--- config.mk ---
export PLATFORM = sky130hd
export DESIGN_NAME = swr_top
export DESIGN_NICKNAME = d
export VERILOG_FILES = /design/src/swr_pkg.sv /design/src/swr_top.sv
export VERILOG_INCLUDE_DIRS = /design/src
export SDC_FILE = /design/constraint.sdc
export NUM_CORES = 1
export LEC_CHECK = 0
export BUFFER_PORTS_ARGS = -buffer_cell sky130_fd_sc_hd__buf_4
export CAP_MARGIN = 0
export CORE_MARGIN = 2
export CORE_UTILIZATION = 58
export CTS_CLUSTER_DIAMETER = 120
export DETAILED_ROUTE_END_ITERATION = 10
export PLACE_DENSITY = 0.91
export SLEW_MARGIN = 20
export SYNTH_ARGS = -nofsm -noshare
export SYNTH_HDL_FRONTEND = slang
export SYNTH_SLANG_ARGS = --single-unit
export TNS_END_PERCENT = 30
--- constraint.sdc ---
create_clock -name core_clk -period 7.1 [get_ports core_clk]
set_input_delay 0.71 -clock core_clk [delete_from_list [all_inputs] [get_ports core_clk]]
set_output_delay 0.71 -clock core_clk [all_outputs]
set_load 0.02 [all_outputs]
--- src/swr_consts.svh ---
`ifndef SWR_CONSTS_SVH
`define SWR_CONSTS_SVH

// timing figures in their own units
`define SWR_CLK_PERIOD_NS 8
`define SWR_MS_NS 1000000
`define SWR_MS_CYCLES (`SWR_MS_NS / `SWR_CLK_PERIOD_NS)
`define SWR_WD_SHORT_MS 100
`define SWR_WD_LONG_MS 1600
`define SWR_RST_ACTIVE_MS 50
`define SWR_CAP_TICKS 1000

// register offsets (byte addresses)
`define SWR_ADDR_W 8
`define SWR_OFS_STATUS 8'h00
`define SWR_OFS_CLEAR 8'h04
`define SWR_OFS_ENABLE 8'h08
`define SWR_OFS_STATE 8'h0C

// event bit positions, shared by status, clear and enable
`define SWR_EV_W 4
`define SWR_EV_WDOG 0
`define SWR_EV_PROX 1
`define SWR_EV_LOWLINE 2
`define SWR_EV_EARLY 3

// state register field positions
`define SWR_ST_RESET_N 0
`define SWR_ST_EARLY_N 1
`define SWR_ST_BACKUP 2
`define SWR_ST_WD_EN 3
`define SWR_ST_FSM_LO 4

// reset values
`define SWR_RST_STATUS 4'h0
`define SWR_RST_ENABLE 4'h0

`endif

--- src/swr_pkg.sv ---
package swr_pkg;

  // pin levels after the two-flop synchroniser
  typedef struct packed {
    logic kick;
    logic kick_float;
    logic tb_sel;
    logic tb_strap;
    logic line_ok;
    logic early_ok;
    logic backup_near;
    logic main_present;
    logic main_above;
  } swr_pins_s;

  typedef enum logic [1:0] {
    SWR_HOLD,
    SWR_STRETCH,
    SWR_RUN
  } swr_rst_e;

endpackage : swr_pkg

--- src/swr_top.sv ---
// Contract
// - floating kick input disables the watchdog, no watchdog resets.
// - timebase select low: timeout counted from external capacitor ticks.
// - timebase select high: watchdog runs from internal oscillator.
// - internal timebase: strap picks 100 ms or 1.6 s timeout.
// - no kick within timeout: issue a reset pulse.
// - reset low while low line sensed, held 50 ms after recovery.
// - early fail flag low while early sense below reference.
// - backup supply near main supply: issue a reset pulse.
// - switched supply on main while present, else on backup.
// - backup indicator low while main above backup, high otherwise.
// - line good: chip enable out follows chip enable in combinationally.
// - line low: chip enable out forced high.
// - backup mode: kick input ignored entirely.
// - backup mode: early comparison off, early flag held low.
//
// Implementation choices: the address map and the plain strobed port.
`include "swr_consts.svh"

module swr_top
  import swr_pkg::*;
#(
  parameter int MS_CYCLES = `SWR_MS_CYCLES,
  parameter int WD_SHORT_MS = `SWR_WD_SHORT_MS,
  parameter int WD_LONG_MS = `SWR_WD_LONG_MS,
  parameter int RST_ACTIVE_MS = `SWR_RST_ACTIVE_MS,
  parameter int CAP_TICKS = `SWR_CAP_TICKS
) (
  input wire logic core_clk,
  input wire logic reset,
  input wire logic [`SWR_ADDR_W-1:0] reg_addr,
  input wire logic [31:0] reg_wdata,
  input wire logic reg_wr,
  input wire logic reg_rd,
  output logic [31:0] reg_rdata,
  input wire logic watchdog_kick_in,
  input wire logic watchdog_kick_float,
  input wire logic timebase_select,
  input wire logic timebase_strap_pin,
  input wire logic low_line_sense,
  input wire logic early_fail_sense,
  input wire logic backup_supply_near_main,
  input wire logic main_supply_present,
  input wire logic main_above_backup,
  input wire logic chip_enable_in_n,
  output logic chip_enable_out_n,
  output logic reset_n,
  output logic early_fail_flag_n,
  output logic backup_active,
  output logic supply_from_backup,
  output logic irq
);

  localparam int DIV_W = $clog2(MS_CYCLES + 1);
  localparam int WD_W = 16;
  localparam int RC_W = 8;

  // ---------------- pin synchroniser
  swr_pins_s pin_meta_r;
  swr_pins_s pins;
  swr_pins_s prev_r;
  swr_pins_s pin_raw;

  always_comb begin
    pin_raw.kick = watchdog_kick_in;
    pin_raw.kick_float = watchdog_kick_float;
    pin_raw.tb_sel = timebase_select;
    pin_raw.tb_strap = timebase_strap_pin;
    pin_raw.line_ok = low_line_sense;
    pin_raw.early_ok = early_fail_sense;
    pin_raw.backup_near = backup_supply_near_main;
    pin_raw.main_present = main_supply_present;
    pin_raw.main_above = main_above_backup;
  end

  // first stage feeds only the second; prev_r gives edge detection
  always_ff @(posedge core_clk) begin
    if (reset) begin
      pin_meta_r <= '0;
      pins <= '0;
      prev_r <= '0;
    end else begin
      pin_meta_r <= pin_raw;
      pins <= pin_meta_r;
      prev_r <= pins;
    end
  end

  // ---------------- derived conditions
  logic backup_mode;
  logic kick_edge;
  logic cap_tick;
  logic prox_rise;
  logic line_low;
  logic early_fall;
  logic line_fall;

  always_comb begin
    backup_mode = ~pins.main_present;
    kick_edge = (pins.kick ^ prev_r.kick) & ~backup_mode;
    // capacitor oscillator edges arrive on the strap pin
    cap_tick = pins.tb_strap & ~prev_r.tb_strap;
    prox_rise = pins.backup_near & ~prev_r.backup_near
      & ~backup_mode;
    // backup mode counts as low line: reset held and ram gated
    line_low = ~pins.line_ok | backup_mode;
    early_fall = ~pins.early_ok & prev_r.early_ok & ~backup_mode;
    line_fall = ~pins.line_ok & prev_r.line_ok;
  end

  // ---------------- state
  swr_rst_e state_r, state_nxt;
  logic [DIV_W-1:0] div_r, div_nxt;
  logic [WD_W-1:0] wd_cnt_r, wd_cnt_nxt;
  logic [RC_W-1:0] rst_cnt_r, rst_cnt_nxt;
  logic ms_tick;
  logic wd_en;
  logic wd_tick;
  logic [WD_W-1:0] wd_limit;
  logic wd_timeout;
  logic restart;
  logic div_clr;

  always_comb begin
    ms_tick = (div_r == DIV_W'(MS_CYCLES - 1));
    wd_en = ~pins.kick_float & ~backup_mode
      & (state_r == SWR_RUN);
    if (pins.tb_sel) begin
      wd_tick = ms_tick;
      wd_limit = pins.tb_strap ? WD_W'(WD_LONG_MS)
        : WD_W'(WD_SHORT_MS);
    end else begin
      wd_tick = cap_tick;
      wd_limit = WD_W'(CAP_TICKS);
    end
    wd_timeout = wd_en & ~kick_edge & wd_tick
      & (wd_cnt_r + WD_W'(1) >= wd_limit);
    restart = wd_timeout | prox_rise;

    // watchdog count
    if (!wd_en || kick_edge || wd_timeout) begin
      wd_cnt_nxt = '0;
    end else if (wd_tick) begin
      wd_cnt_nxt = wd_cnt_r + WD_W'(1);
    end else begin
      wd_cnt_nxt = wd_cnt_r;
    end

    // reset sequencer
    state_nxt = state_r;
    rst_cnt_nxt = rst_cnt_r;
    if (line_low) begin
      state_nxt = SWR_HOLD;
      rst_cnt_nxt = '0;
    end else begin
      unique case (state_r)
        SWR_HOLD: begin
          state_nxt = SWR_STRETCH;
          rst_cnt_nxt = '0;
        end
        SWR_STRETCH: begin
          if (prox_rise) begin
            rst_cnt_nxt = '0;
          end else if (ms_tick) begin
            if (rst_cnt_r == RC_W'(RST_ACTIVE_MS - 1)) begin
              state_nxt = SWR_RUN;
            end else begin
              rst_cnt_nxt = rst_cnt_r + RC_W'(1);
            end
          end
        end
        SWR_RUN: begin
          if (restart) begin
            state_nxt = SWR_STRETCH;
            rst_cnt_nxt = '0;
          end
        end
        default: begin
          state_nxt = SWR_HOLD;
          rst_cnt_nxt = '0;
        end
      endcase
    end

    // the millisecond divider restarts with each period so that a
    // stretch or a timeout lasts whole milliseconds, not fewer;
    // kicks realign it only while the watchdog runs, so a processor
    // that keeps kicking cannot stall the reset stretch
    div_clr = ms_tick || (kick_edge && wd_en) || state_nxt != state_r
      || (state_r == SWR_STRETCH && prox_rise);
    if (div_clr) begin
      div_nxt = '0;
    end else begin
      div_nxt = div_r + DIV_W'(1);
    end
  end

  always_ff @(posedge core_clk) begin
    if (reset) begin
      state_r <= SWR_HOLD;
      div_r <= '0;
      wd_cnt_r <= '0;
      rst_cnt_r <= '0;
    end else begin
      state_r <= state_nxt;
      div_r <= div_nxt;
      wd_cnt_r <= wd_cnt_nxt;
      rst_cnt_r <= rst_cnt_nxt;
    end
  end

  // ---------------- supply and flag outputs
  logic reset_n_nxt;
  logic early_nxt;
  logic backup_nxt;
  logic from_backup_nxt;

  always_comb begin
    // registered so the pin never glitches while the sequencer moves
    reset_n_nxt = (state_nxt == SWR_RUN) & ~line_low;
    // comparator is off in backup mode and the flag sits low
    early_nxt = pins.early_ok & ~backup_mode;
    backup_nxt = ~pins.main_above;
    from_backup_nxt = ~pins.main_present;
  end

  always_ff @(posedge core_clk) begin
    if (reset) begin
      reset_n <= 1'b0;
      early_fail_flag_n <= 1'b0;
      backup_active <= 1'b0;
      supply_from_backup <= 1'b0;
    end else begin
      reset_n <= reset_n_nxt;
      early_fail_flag_n <= early_nxt;
      backup_active <= backup_nxt;
      supply_from_backup <= from_backup_nxt;
    end
  end

  // gating stays combinational for speed; the line level behind it
  // is synchronised, so gating lags the pin by two cycles
  assign chip_enable_out_n = (pins.line_ok & ~backup_mode)
    ? chip_enable_in_n : 1'b1;

  // ---------------- registers and interrupt
  logic [`SWR_EV_W-1:0] status_r, status_nxt;
  logic [`SWR_EV_W-1:0] enable_r, enable_nxt;
  logic [`SWR_EV_W-1:0] ev_set;
  logic [`SWR_EV_W-1:0] ev_clr;
  logic [31:0] rdata_nxt;

  always_comb begin
    ev_set = '0;
    ev_set[`SWR_EV_WDOG] = wd_timeout;
    ev_set[`SWR_EV_PROX] = prox_rise;
    ev_set[`SWR_EV_LOWLINE] = line_fall;
    ev_set[`SWR_EV_EARLY] = early_fall;
    ev_clr = '0;
    if (reg_wr && reg_addr == `SWR_OFS_CLEAR) begin
      ev_clr = reg_wdata[`SWR_EV_W-1:0];
    end
    // a new event wins over a clear in the same cycle
    status_nxt = (status_r & ~ev_clr) | ev_set;
    enable_nxt = enable_r;
    if (reg_wr && reg_addr == `SWR_OFS_ENABLE) begin
      enable_nxt = reg_wdata[`SWR_EV_W-1:0];
    end
    rdata_nxt = '0;
    if (reg_rd) begin
      unique case (reg_addr)
        `SWR_OFS_STATUS: rdata_nxt[`SWR_EV_W-1:0] = status_r;
        `SWR_OFS_ENABLE: rdata_nxt[`SWR_EV_W-1:0] = enable_r;
        `SWR_OFS_STATE: begin
          rdata_nxt[`SWR_ST_RESET_N] = reset_n;
          rdata_nxt[`SWR_ST_EARLY_N] = early_fail_flag_n;
          rdata_nxt[`SWR_ST_BACKUP] = backup_active;
          rdata_nxt[`SWR_ST_WD_EN] = wd_en;
          rdata_nxt[`SWR_ST_FSM_LO +: 2] = state_r;
        end
        default: rdata_nxt = '0;
      endcase
    end
  end

  always_ff @(posedge core_clk) begin
    if (reset) begin
      status_r <= `SWR_RST_STATUS;
      enable_r <= `SWR_RST_ENABLE;
      reg_rdata <= '0;
    end else begin
      status_r <= status_nxt;
      enable_r <= enable_nxt;
      reg_rdata <= rdata_nxt;
    end
  end

  // and-or of flops only, so the level never glitches
  assign irq = |(status_r & enable_r);

endmodule : swr_top

==> out/qor.yml <==
floorplan:
  rows: 30
  die_w_um: 88.1
  core_area_um2: 6830
  start_util_pct: 60.1
  io_pins: 92
  die_h_um: 88.1
  dieArea_um2: 7760
clocking:
  ctsRootBufferMaster: "clkbuf_8"
  path_clk_slew_ns: 0.08
  insertion_delay_ns: 0.36
  cts_resized: 0
  h-tree-depth: 3
  cts_tree: "built"
  cts_sinks: 84
  clockBufferDepth: 2
  ctsHoldBuffers: 0
  cts_made_buffers: 9
  cts_setup_buffers: 0
sta:
  worst_slew_pin_slew_ns: 0.728
  hold_viol_final: 0
  min_period_over_period_pct: 51.2
  rsz0062_at_grt: "no"
  fin_setup_tns_ns: 0
  finalMaxSlewViolations: 0
  fmaxAchievable_ghz: 0.275
  skew_ns: 0.00909
  setup-violations-final: 0
  timing.final.crit_period_ns: 3.63
  slew_headroom_pct: 51.1
  layout_setup_ws_ns: 3.47
placed_design:
  io_buffer_count: 37
  dp_slack_ns: 3.53
  hpwl_um: 5960
  gp_congestion: 0.873
worst_setup_path:
  timing.rr.start: "wd_cnt_r[0]"
  critPathArrivalTime_ns: 3.91
  cp-endpoint: "div_r[0]"
  end_kind: "flip-flop"
  critPathKind: "reg2reg"
  r2r_cells: 10
  cp.required_ns: 7.37
  startpoint: "wd_cnt_r[0]"
  start_kind: "flip-flop"
  rrSetupSlack_ns: 3.47
  critPathMaxFanout: 17
  r2r_end: "div_r[0]"
grt:
  grt_usage_pct: 21.9
  grt_overflow_total: 0
  grt_pass1_vias: 3191
  grt_max_degree: 40
  grt_pass1_wl_um: 13500
  antenna_found_initial: 0
power_and_ir_drop:
  leakagePower_nw: 1.83
  p_per_area_nw_per_um2: 185
  ir_drop_mv: 0.107
synth:
  synth.top_cell.area_share_pct: 41.0
  avgSynthCellArea_um2: 8.59
  yosys_warnings: 0
  synthArstFlopShare_pct: 0
  syn_area_um2: 4100
  ys_seq_elements: 84
  synth_cells: 478
  ys.flop_type: "dfxtp_1"
  yosys.area.top_type: "dfxtp_1"
  yosys-top-cells-area: "dfxtp_1 41%, nor2_1 5.7%, buf_4 4.8%, nor2b_1 4.1%, xor2_1 4.1%"
  yosysSeqAreaShare_pct: 41.0
  synth_enable_flop_cells: 0
  synth_cell_types: 54
route:
  drc: 0
  drt-initial-drc-count: 148
  ant_nets: 0
  wirelength_um: 8140
  vias_per_cell: 5.59
  drt-wirelength-per-cell_um: 13.4
  drt_first_pass_iters: 5
  vias: 3396
cells_and_area:
  area_growth_pct: 9.60
  antenna_cells: 0
  drive_gt1_share_pct: 12.9
  final_common_cell: "dfxtp_1"
  final_cell_mix: "84 x dfxtp_1, 62 x nor2_1, 42 x nand2_1, 38 x buf_4, 27 x nor2b_1"
  layout.nets: 573
  fill_cells: 564
job:
  drv_cap: 0
hold_path:
  hp-class: "reg2reg"
outcome:
  status: "finished clean"
cell usage after synthesis (2+ instances only):
master,n
nor2b_1,27
nor3b_1,3
xnor2_1,18
nand3_1,25
or4bb_1,2
clkbuf_1,12
nand4_1,12
a21oi_1,20
xor2_1,19
nand2_1,42
a21o_1,2
buf_4,26
a311oi_1,4
nor2_1,62
dfxtp_1,84
or2_2,3
a41oi_1,3
buf_1,2
mux2i_1,5
a22oi_1,2
buf_2,4
and2_1,2
a31oi_1,6
and4_1,4
or3b_2,2
nor3_1,11
ha_1,12
and3_1,12
a21boi_0,2
o21ai_0,10
nor4_1,4
inv_1,11
nand3b_1,2
a211oi_1,2
nand2b_1,2
worst min path at each step:
stage,start,endpoint,slack [ns],depth (start not counted)
finish,pins[0],backup_active,0.39,1
CTS,pins[0],backup_active,0.39,1
global route,pins[0],backup_active,0.40,1
global placement,pins[0],backup_active,0.37,1
floorplan,pins[0],backup_active,0.37,1
detailed placement,pins[0],backup_active,0.38,1
stage by stage:
| stage | util [%] | hold WS (ns) | total power [mW] | area (um2) | cells |
|---|---|---|---|---|---|
| after floorplan | - | 0.368 | 0.537 | 4200 | 503 |
| after global placement | 63.4 | 0.373 | 0.541 | 4330 | 592 |
| after detailed placement | 63.4 | 0.380 | 0.544 | 4330 | 592 |
| after CTS | 65.8 | 0.389 | 0.833 | 4500 | 607 |
| after global routing | 65.8 | 0.405 | 0.858 | 4500 | 607 |
| final | 65.8 | 0.388 | 0.830 | 4500 | 607 |
flip-flops by register name, indices dropped and copies added (netlist names):
signal / count
backup_active: 1
div_r: 17
early_fail_flag_n: 1
enable_r: 4
pin_meta_r: 9
pins: 9
prev_r: 5
reg_rdata: 6
reset_n: 1
rst_cnt_r: 8
state_r: 2
status_r: 4
supply_from_backup: 1
wd_cnt_r: 16
layout make-up:
| cell class | instances | area, um2 | area share [%] |
|---|---|---|---|
| Inverter | 11 | 41.3 | 0.918 |
| Clock buffer | 11 | 141 | 3.14 |
| Timing Repair Buffer | 38 | 285 | 6.34 |
| Clock inverter | 4 | 26.3 | 0.584 |
| Sequential cell | 84 | 1680 | 37.4 |
| Multi-Input combinational cell | 363 | 2200 | 49.0 |
| Tap cell | 96 | 120 | 2.67 |
metal layers:
layer	GRT usage (%)	wire length, um	vias to the layer above	share of wire, %
li1	-	-	1648	-
met1	25.7	3490	1592	43
met2	37.7	3980	134	49
met3	3.77	477	22	5.9
met4	12.4	196	0	2.4
met5	0	0	-	0
power breakdown:
part / leakage (nW) / switching (mW) / internal, mW
clock network: 0.0852 / 0.163 / 0.134
logic: 1.06 / 0.0300 / 0.0188
registers: 0.682 / 0.00526 / 0.479
critical path: stages (launching register included):
cell	delay [ns]
dfxtp_1	0.50
ha_1	0.44
xnor2_1	0.17
ha_1	0.25
a21bo_2	0.21
a2111oi_0	0.45
a211o_1	0.19
o21ai_0	0.18
o31ai_4	0.52
a41oi_4	0.34
nor3b_1	0.29
cell families (layout without fill, tap and decap cells):
group                    Yosys count  after routing  synth area share [%]
AND/OR/NAND/NOR                  225            225                  28.6
flip-flops                        84             84                  41.0
AO/OA/AOI/OAI                     58             58                  9.79
buffers and inverters             56             64                  7.80
XOR/XNOR                          37             37                  7.90
adder cells (fa/ha/maj)           12             12                  3.66
multiplexers                       5              5                  1.22
other                              1             26                0.0914
Note: power is estimated with default switching activity, not from simulation.
